--- config.mk ---
export PLATFORM = sky130hd
export DESIGN_NAME = vlh_host_port
export DESIGN_NICKNAME = d
export VERILOG_FILES = /design/src/verilog/vlh_host_port.v
export VERILOG_INCLUDE_DIRS = /design/src /design/src/verilog
export SDC_FILE = /design/constraint.sdc
export NUM_CORES = 1
export LEC_CHECK = 0
export ABC_AREA = 1
export CAP_MARGIN = 20
export CORE_ASPECT_RATIO = 2
export CORE_MARGIN = 2
export CORE_UTILIZATION = 65
export CTS_BUF_LIST = sky130_fd_sc_hd__clkbuf_8
export DETAILED_ROUTE_END_ITERATION = 12
export DONT_BUFFER_PORTS = 1
export PLACE_DENSITY = 0.81
export SYNTH_ARGS = -nofsm -noshare
export SYNTH_HDL_FRONTEND = slang
export SYNTH_SLANG_ARGS = --single-unit
--- constraint.sdc ---
create_clock -name ref_clk -period 5.2 [get_ports ref_clk]
set_input_delay 0 -clock ref_clk [delete_from_list [all_inputs] [get_ports ref_clk]]
set_output_delay 0 -clock ref_clk [all_outputs]
set_load 0.02 [all_outputs]
--- src/verilog/vlh_defines.vh ---
// Offsets, field positions, reset values and timing constants of the variable-latency host port
`ifndef VLH_DEFINES_VH
`define VLH_DEFINES_VH
// Register byte offsets on the Avalon-MM slave
`define VLH_REG_CTRL 5'h00
`define VLH_REG_ADDR 5'h04
`define VLH_REG_WDATA 5'h08
`define VLH_REG_RDATA 5'h0c
`define VLH_REG_TIMING 5'h10
`define VLH_REG_WIDTH 5'h14
`define VLH_REG_STATUS 5'h18
// Control register fields
`define VLH_CTRL_GO 0
`define VLH_CTRL_READ 1
`define VLH_CTRL_SEL_LO 2
`define VLH_CTRL_SEL_HI 4
`define VLH_CTRL_SIZE_LO 5
`define VLH_CTRL_SIZE_HI 6
`define VLH_CTRL_BIG 7
`define VLH_CTRL_BURST_LO 8
`define VLH_CTRL_BURST_HI 15
// Transfer size codes
`define VLH_SIZE_BYTE 2'h0
`define VLH_SIZE_WORD 2'h1
`define VLH_SIZE_DWORD 2'h2
// Timing register fields
`define VLH_TIM_FIRST_LO 0
`define VLH_TIM_FIRST_HI 4
`define VLH_TIM_GAP_LO 8
`define VLH_TIM_GAP_HI 12
// Status register fields
`define VLH_STAT_BUSY 0
`define VLH_STAT_DONE 1
`define VLH_STAT_ERR 2
// Reset values
`define VLH_TIMING_RST 13'h0102
`define VLH_WIDTH_RST 6'h00
// Ready-stretching selects and the sample run that counts as ready
`define VLH_RDY_SEL_LO 3'h3
`define VLH_RDY_SEL_HI 3'h5
`define VLH_RDY_SAMPLES 2'h3
// Timing: the memory clock may not exceed the port maximum
`define VLH_REF_PERIOD_NS 8
`define VLH_BUS_CLK_MAX_MHZ 50
`define VLH_HALF_DIV ((1000 / (2 * `VLH_BUS_CLK_MAX_MHZ) + `VLH_REF_PERIOD_NS - 1) / `VLH_REF_PERIOD_NS)
`endif

--- src/verilog/vlh_host_port.v ---
// Host controller driving a variable-latency IO bus, ordered over an Avalon-MM slave
//
// Contract
// (RL1) Host uses 26-bit address, 32-bit data bus
// (RL2) Six selects, each 16 or 32 bits
// (RL3) Only selects three to five honour ready
// (RL4) Four lane strobes; 16-bit uses lanes 0,1
// (RL5) Little or big endian byte ordering
// (RL6) Start: drive address, assert one select low
// (RL7) Lane strobes encode dword, word or byte
// (RL8) Read: output enable low; write: write enable low
// (RL9) Device holds ready high to stretch
// (RL10) Output enable two cycles after select
// (RL11) Strobe min first+1 cycles; sample two before
// (RL12) Ready after three consecutive half-cycle samples
// (RL13) Latch at fall, release at rise
// (RL14) Strobe high gap+1 cycles between beats
// (RL15) Select and lanes held one cycle after
// (RL16) Bursts keep select low, strobe repeats
// (RL17) Device waits host until data ready
// (RL18) Device wait polarity and drive from straps
// (RL19) Device routes register or buffer access
// (RL20) Device bus clock up to 50 MHz
// (RL21) Device keeps ready steady three samples
// (RL22) Device starts each access not ready
//
// Decided for this implementation: the register offsets and the Avalon-MM interface to the registers.
`include "vlh_defines.vh"
module vlh_host_port #(
  parameter ADDR_W = 26, // Bus address width
  parameter DATA_W = 32, // Bus data width
  parameter NSEL = 6, // Number of device selects
  parameter HALF_DIV = `VLH_HALF_DIV // Reference cycles per half memory cycle
) (
  input wire ref_clk,
  input wire sys_rst,
  input wire [4:0] avs_address,
  input wire avs_read,
  input wire avs_write,
  input wire [31:0] avs_writedata,
  output reg [31:0] avs_readdata,
  output reg avs_waitrequest,
  output reg host_port_clock,
  output reg [ADDR_W-1:0] bus_address,
  output reg [DATA_W-1:0] bus_data_out,
  input wire [DATA_W-1:0] bus_data_in,
  output reg bus_data_oe_n,
  output reg [NSEL-1:0] device_select_n,
  output reg [3:0] byte_lane_strobe_n,
  output reg output_enable_n,
  output reg write_enable_n,
  input wire ready_n
);
  // One-hot sequencer states
  localparam ST_IDLE = 5'h01;
  localparam ST_SETUP = 5'h02;
  localparam ST_STROBE = 5'h04;
  localparam ST_GAP = 5'h08;
  localparam ST_HOLD = 5'h10;
  reg [4:0] state; // Sequencer state
  reg [7:0] hcnt; // Half-cycle divider count
  reg [7:0] cyc; // Memory cycles in the current phase
  reg [7:0] beats; // Beats left after the current one
  reg [1:0] scnt; // Consecutive ready samples
  reg got; // Good sample at a rise after two in a row seen
  reg latched; // Read data taken this beat
  reg moved; // Address stepped in this gap
  reg [15:0] ctrl; // Order: direction, select, size, endian, burst
  reg [31:0] addr_reg; // Start address
  reg [31:0] wdata; // Write data
  reg [31:0] rdata; // Last read data, raw lanes
  reg [12:0] timing; // First-access and gap counts
  reg [5:0] width32; // 1 marks a 32-bit select
  reg busy; // Transfer in flight
  reg done; // Sticky completion
  reg err; // Sticky refused order
  reg go; // Pending start
  reg ack; // Avalon answer cycle
  reg rdy1, rdy2, rdy3; // Ready pin synchroniser
  reg rdy_q; // Filtered ready pin level
  reg [DATA_W-1:0] din1, din2, din3; // Data pin synchroniser
  reg [3:0] next_lanes; // Lane mask for the order
  reg [DATA_W-1:0] next_wbus; // Write data placed on lanes
  reg refuse; // Order cannot run
  wire half_tick = (hcnt == HALF_DIV[7:0] - 8'h01); // Half memory cycle boundary
  wire rise_en = half_tick & ~host_port_clock; // Memory clock goes high
  wire fall_en = half_tick & host_port_clock; // Memory clock goes low
  wire [2:0] sel = ctrl[`VLH_CTRL_SEL_HI:`VLH_CTRL_SEL_LO];
  wire [1:0] size = ctrl[`VLH_CTRL_SIZE_HI:`VLH_CTRL_SIZE_LO];
  wire big = ctrl[`VLH_CTRL_BIG];
  wire rd = ctrl[`VLH_CTRL_READ];
  wire [4:0] first_cnt = timing[`VLH_TIM_FIRST_HI:`VLH_TIM_FIRST_LO];
  wire [4:0] gap_cnt = timing[`VLH_TIM_GAP_HI:`VLH_TIM_GAP_LO];
  wire wide = |(width32 & (6'h01 << sel)); // Selected bus is 32 bits wide; unused codes narrow
  wire honour = (sel >= `VLH_RDY_SEL_LO) && (sel <= `VLH_RDY_SEL_HI); // RL3
  wire rdy_eff = honour ? ~rdy_q : 1'b1; // Ready low means go on, RL9
  wire samp_on = ({1'b0, cyc} + 9'd2 >= {4'h0, first_cnt} + 9'd1); // RL11
  wire min_met = (cyc >= {3'h0, first_cnt}); // Strobe held first+1 cycles, RL11
  wire [31:0] step = (size == `VLH_SIZE_DWORD) ? 32'h4 :
                     (size == `VLH_SIZE_WORD) ? 32'h2 : 32'h1;
  // Lane mask, data placement and refusal for the order in hand
  always @* begin
    next_lanes = 4'hf;
    next_wbus = wdata;
    refuse = (sel >= NSEL[2:0]);
    case (size)
      `VLH_SIZE_BYTE: begin
        // One low lane picks the byte; big endian mirrors lanes, RL5 RL7
        next_lanes = wide ? (4'h1 << (big ? ~addr_reg[1:0] : addr_reg[1:0])) :
                     ((addr_reg[0] ^ big) ? 4'h2 : 4'h1); // RL4
        next_wbus = {4{wdata[7:0]}};
      end
      `VLH_SIZE_WORD: begin
        // Lanes one and zero form a word on a narrow bus, RL7
        next_lanes = (wide && (addr_reg[1] ^ big)) ? 4'hc : 4'h3;
        next_wbus = big ? {2{wdata[7:0], wdata[15:8]}} : {2{wdata[15:0]}}; // RL5
      end
      `VLH_SIZE_DWORD: begin
        // All four lanes, as set at the top; a narrow bus cannot carry it, RL4
        next_wbus = big ? {wdata[7:0], wdata[15:8], wdata[23:16], wdata[31:24]} : wdata;
        if (!wide) refuse = 1'b1;
      end
      default: refuse = 1'b1;
    endcase
  end
  // Memory clock divider; every slower event keys off its half ticks, RL20
  always @(posedge ref_clk) begin
    if (sys_rst) begin
      hcnt <= 8'h00;
      host_port_clock <= 1'b0;
    end else if (half_tick) begin
      hcnt <= 8'h00;
      host_port_clock <= ~host_port_clock;
    end else begin
      hcnt <= hcnt + 8'h01;
    end
  end
  // Pin synchronisers; ready counts only when the second and third stage agree
  always @(posedge ref_clk) begin
    if (sys_rst) begin
      rdy1 <= 1'b1;
      rdy2 <= 1'b1;
      rdy3 <= 1'b1;
      rdy_q <= 1'b1;
      din1 <= {DATA_W{1'b0}};
      din2 <= {DATA_W{1'b0}};
      din3 <= {DATA_W{1'b0}};
    end else begin
      rdy1 <= ready_n;
      rdy2 <= rdy1;
      rdy3 <= rdy2;
      if (rdy2 == rdy3) rdy_q <= rdy3;
      din1 <= bus_data_in;
      din2 <= din1;
      din3 <= din2;
    end
  end
  // Avalon-MM slave: one wait cycle, then the answer at the edge waitrequest is low
  always @(posedge ref_clk) begin
    if (sys_rst) begin
      ack <= 1'b0;
      avs_waitrequest <= 1'b1;
      avs_readdata <= 32'h0000_0000;
      ctrl <= 16'h0000;
      addr_reg <= 32'h0000_0000;
      wdata <= 32'h0000_0000;
      timing <= `VLH_TIMING_RST;
      width32 <= `VLH_WIDTH_RST;
    end else begin
      ack <= (avs_read | avs_write) & ~ack;
      avs_waitrequest <= ~((avs_read | avs_write) & ~ack);
      if (avs_read && !ack) begin
        // Read data stand from the answer cycle onward
        case (avs_address)
          `VLH_REG_CTRL: avs_readdata <= {16'h0000, ctrl[15:1], 1'b0};
          `VLH_REG_ADDR: avs_readdata <= addr_reg;
          `VLH_REG_WDATA: avs_readdata <= wdata;
          `VLH_REG_RDATA: avs_readdata <= rdata;
          `VLH_REG_TIMING: avs_readdata <= {19'h00000, timing};
          `VLH_REG_WIDTH: avs_readdata <= {26'h0000000, width32};
          `VLH_REG_STATUS: avs_readdata <= {29'h00000000, err, done, busy};
          default: avs_readdata <= 32'h0000_0000; // Unmapped reads as zero
        endcase
      end
      if (avs_write && ack && !busy) begin
        // Order registers are frozen while a transfer runs
        case (avs_address)
          `VLH_REG_CTRL: ctrl <= avs_writedata[15:0];
          `VLH_REG_ADDR: addr_reg <= avs_writedata;
          `VLH_REG_WDATA: wdata <= avs_writedata;
          `VLH_REG_TIMING: timing <= avs_writedata[12:0];
          `VLH_REG_WIDTH: width32 <= avs_writedata[5:0]; // RL2
          default: ;
        endcase
      end
    end
  end
  // Bus sequencer
  always @(posedge ref_clk) begin
    if (sys_rst) begin
      state <= ST_IDLE;
      cyc <= 8'h00;
      beats <= 8'h00;
      scnt <= 2'h0;
      got <= 1'b0;
      latched <= 1'b0;
      moved <= 1'b0;
      busy <= 1'b0;
      done <= 1'b0;
      err <= 1'b0;
      go <= 1'b0;
      rdata <= 32'h0000_0000;
      bus_address <= {ADDR_W{1'b0}};
      bus_data_out <= {DATA_W{1'b0}};
      bus_data_oe_n <= 1'b1;
      device_select_n <= {NSEL{1'b1}};
      byte_lane_strobe_n <= 4'hf;
      output_enable_n <= 1'b1;
      write_enable_n <= 1'b1;
    end else begin
      // Software clears sticky flags with ones; a same-cycle event still sets them
      if (avs_write && ack && avs_address == `VLH_REG_STATUS) begin
        if (avs_writedata[`VLH_STAT_DONE]) done <= 1'b0;
        if (avs_writedata[`VLH_STAT_ERR]) err <= 1'b0;
      end
      // A go bit while idle queues the order
      if (avs_write && ack && !busy && avs_address == `VLH_REG_CTRL &&
          avs_writedata[`VLH_CTRL_GO]) begin
        go <= 1'b1;
        busy <= 1'b1;
      end
      case (state)
        ST_IDLE: begin
          if (go && rise_en) begin
            go <= 1'b0;
            if (refuse) begin
              err <= 1'b1;
              busy <= 1'b0;
            end else begin
              // Address and one select go out together, RL1 RL6
              bus_address <= addr_reg[ADDR_W-1:0];
              device_select_n <= ~({{(NSEL-1){1'b0}}, 1'b1} << sel); // RL6
              byte_lane_strobe_n <= ~next_lanes; // RL7
              bus_data_out <= next_wbus;
              bus_data_oe_n <= rd;
              beats <= ctrl[`VLH_CTRL_BURST_HI:`VLH_CTRL_BURST_LO];
              cyc <= 8'h00;
              state <= ST_SETUP;
            end
          end
        end
        ST_SETUP: begin
          if (rise_en) begin
            if (cyc == 8'h01) begin
              // Second rise after the select: strobe goes low, RL10 RL8
              output_enable_n <= ~rd;
              write_enable_n <= rd;
              cyc <= 8'h00;
              scnt <= 2'h0;
              got <= 1'b0;
              latched <= 1'b0;
              state <= ST_STROBE;
            end else begin
              cyc <= cyc + 8'h01;
            end
          end
        end
        ST_STROBE: begin
          // Sample every half cycle in the window; a miss restarts the run, RL12
          if ((rise_en || fall_en) && samp_on && !got) begin
            if (!rdy_eff) begin
              scnt <= 2'h0;
            end else if (rise_en && scnt == `VLH_RDY_SAMPLES - 2'h1) begin
              got <= 1'b1;
            end else if (scnt != `VLH_RDY_SAMPLES - 2'h1) begin
              scnt <= scnt + 2'h1;
            end
          end
          // Half a cycle after got is set at a rise sample read data are taken, RL13
          if (fall_en && got && !latched) begin
            latched <= 1'b1;
            if (rd) rdata <= din3;
          end
          if (rise_en) begin
            cyc <= cyc + 8'h01;
            if (latched && min_met) begin
              // Strobe released on the rise after the latch, RL13 RL11
              output_enable_n <= 1'b1;
              write_enable_n <= 1'b1;
              cyc <= 8'h00;
              moved <= 1'b0;
              if (beats != 8'h00) begin
                beats <= beats - 8'h01;
                state <= ST_GAP; // RL16
              end else begin
                state <= ST_HOLD;
              end
            end
          end
        end
        ST_GAP: begin
          // Address steps on the fall after the release; select stays low, RL16
          if (fall_en && !moved) begin
            moved <= 1'b1;
            bus_address <= bus_address + step[ADDR_W-1:0];
          end
          if (rise_en) begin
            if (cyc == {3'h0, gap_cnt}) begin
              // Strobe high for gap+1 cycles before the next beat, RL14
              output_enable_n <= ~rd;
              write_enable_n <= rd;
              cyc <= 8'h00;
              scnt <= 2'h0;
              got <= 1'b0;
              latched <= 1'b0;
              state <= ST_STROBE;
            end else begin
              cyc <= cyc + 8'h01;
            end
          end
        end
        ST_HOLD: begin
          // Select and lanes held one more cycle past the last release, RL15
          if (rise_en) begin
            device_select_n <= {NSEL{1'b1}};
            byte_lane_strobe_n <= 4'hf;
            bus_data_oe_n <= 1'b1;
            busy <= 1'b0;
            done <= 1'b1;
            state <= ST_IDLE;
          end
        end
        default: state <= ST_IDLE;
      endcase
    end
  end
endmodule // vlh_host_port

==> flow_summary.toml <==
[outcome]
outcome = "complete, no violations"

[critical_path]
rrSetupSlack_ps = 1670
worstSetupPathType = "flip-flop to flip-flop"
cp-startpoint = "ctrl[7]"
r2r_cells = 6
crit_arrival_ps = 4010
timing.rr.start = "ctrl[7]"
crit_path_max_fanout = 23
crit_path_end = "bus_data_out[31]"
start_kind = "flip-flop"
end_kind = "flip-flop"
worstReg2RegEnd = "bus_data_out[31]"
crit_required_ps = 5680

[power]
p_int_mw = 4.68
p_sw_frac = 0.323
vdd_drop_max_mv = 0.382
cellLeakagePower_nw = 7.95
clkPwrFrac = 0.358
pwr-share-comb = 0.177
pwr-share-seq = 0.465
p_per_area_nw_per_um2 = 367
netSwitchingPower_mw = 2.24

[yosys]
synth-edff-count = 0
synth_top_area_frac = 0.442
synth.most_common_cell = "nand2_1"
netlist_area_um2 = 16900
synth.ff_latch_count = 374
yosys.area.top_type = "dfxtp_1"
yosys-top-cells-area = "dfxtp_1 44%, nand2_1 11%, nor2_1 7.9%"
synthDistinctLibCells = 43
yosysWarnings = 0
async_reset_ff_frac = 0
synth_nets = 2559
netlist_instances = 2457
ys.flop_type = "dfxtp_1"
synth.avg_cell_area_um2 = 6.89
yosysSeqAreaShare = 0.442
synth_common_cells = "507 x nand2_1, 374 x dfxtp_1, 355 x nor2_1, 304 x inv_1, 242 x a21oi_1"

[placed_design]
dp_cells = 2680
gp_congestion = 1.01
dp_hpwl_um = 37800
portBuffers = 0

[sta]
finalSetupViolations = 0
fmax_mhz = 284
setup-tns-final_ps = 0
finalCriticalPeriod_ps = 3530
worstMarginPinSlew_ps = 1090
clock_skew_ps = 19.8
slew-limit-headroom = 0.271
period_share = 0.678
hold_viol_final = 0
drv_slew = 0
grt_setup_unrepaired = "false"

[drt]
drc = 0
antenna_left = 0
drt_iter0_drc = 1681
routed_wl_um = 58200
wl_per_cell_um = 20.4
vias = 17000
vias_per_cell = 5.97
drt-pass1-iter-count = 6

[clock_network]
clock_latency_ps = 640
cts_tree = "built"
post_cts_resized = 0
cts.sinks = 374
cts_setup_buffers = 0
cts_buffers = 49
htree_levels = 2
cts_root_buf = "clkbuf_8"
clockBufferDepth = 3
clk_pin_slew_ps = 70

[hold_path]
hp-class = "primary input to flip-flop"

[floorplan]
design.die.area_um2 = 27400
ioPinCount = 179
initial_core_util = 0.660
core-area_um2 = 25700
rows = 83
die_width_um = 118
fp.dieH_um = 232

[global_routing]
antenna_found_initial = 6
grt_pass1_wl_um = 89500
grt_pass1_vias = 16800
grt_max_degree = 184
overflow = 0
gr-usage-all-layers = 0.416

[layout]
multi_input_area_um2 = 7720
area_delta_synth_final_pct = 11.3
nNetsFinal = 2575
instances_no_fill = 2854
regArea_um2 = 7490
layout-drive-gt1-share = 0.0467
num-fill-cells = 2000

[job]
maxCapViolations = 0
repair_timing:
| action | in CTS | in global routing |
|---|---|---|
| endpoints found under the setup margin | 0 | 0 |
| endpoints found under the hold margin | 302 | 0 |
| hold buffers | 81 | 0 |
power groups by stage:
stage	clock, mW	combinational (mW)	sequential [mW]
2_1_floorplan	0	0.935	3.22
3_3_place_gp	0	1.07	3.27
3_5_place_dp	0	1.10	3.28
4_1_cts	2.44	1.19	3.21
5_1_grt	2.57	1.38	3.23
6_report	2.47	1.22	3.22
cell usage in the layout (no fill, tap or decap), types with 6 or more instances in the layout:
cell           instances
nand2_1              507
xor2_1                20
inv_1                315
nor3_1                12
ha_1                  27
o21ai_0              238
clkbuf_8              60
nor2_1               354
dlygate4sd3_1         80
dfxtp_1              374
buf_4                 11
nand4_1               35
nor2_2                 7
a21oi_1              242
o211ai_1              17
diode_2                6
o221ai_1               6
nand3_1              125
or2_2                  6
cell type report:
type	instances	area share
antenna	6	0.000797
clock buffer	60	0.0438
clock inverter	26	0.0143
inverter	310	0.0619
multi-input combinational	1645	0.410
sequential	374	0.397
tap	340	0.0226
timing repair buffer	93	0.0491
per-stage QoR:
stage	hold WS [ps]	setup WS (ps)	power [mW]	area, um^2	utilization
finish	28.3	1670	6.92	18800	0.734
detailed placement	84.2	1910	4.38	16900	0.658
CTS	11.3	1860	6.85	18800	0.733
floorplan	104	2510	4.16	16900	-
global route	29.3	1460	7.18	18800	0.734
global placement	81.2	1860	4.35	16900	0.658
worst min path at each step:
stage / start / endpoint / slack, ps / cells past startpoint
after floorplan: ready_n / rdy1 / 100 / 1
after global placement: sys_rst / avs_readdata[15] / 80 / 1
after detailed placement: sys_rst / din2[15] / 80 / 1
after CTS: bus_data_in[16] / din1[16] / 10 / 3
after global routing: bus_data_in[5] / din1[5] / 30 / 3
final: bus_data_in[2] / din1[2] / 30 / 3
routing by layer:
layer / vias to the layer above / wire, um / global-route usage
met4: 0 / 5400 / 0.339
met5: - / 0 / 0
met2: 976 / 29700 / 0.756
met1: 7837 / 19100 / 0.406
li1: 7907 / - / -
met3: 328 / 3990 / 0.0749
critical path, stage by stage, from the launching register on:
cell	delay (ps)
dfxtp_1	910
clkinv_1	590
buf_4	370
a21oi_1	860
o21ai_0	360
nand3_1	200
a21oi_1	80
logic make-up (layout without fill, tap and decap cells):
family,count (synthesis),count (layout),share of synthesized area
AO/OA/AOI/OAI,523,523,0.161
XOR/XNOR,24,24,0.0124
adder cells (fa/ha/maj),28,28,0.0211
buffers and inverters,438,489,0.102
flip-flops,374,374,0.442
other,0,6,0
AND/OR/NAND/NOR,1070,1070,0.261
Note: power is estimated with default switching activity, not from simulation.
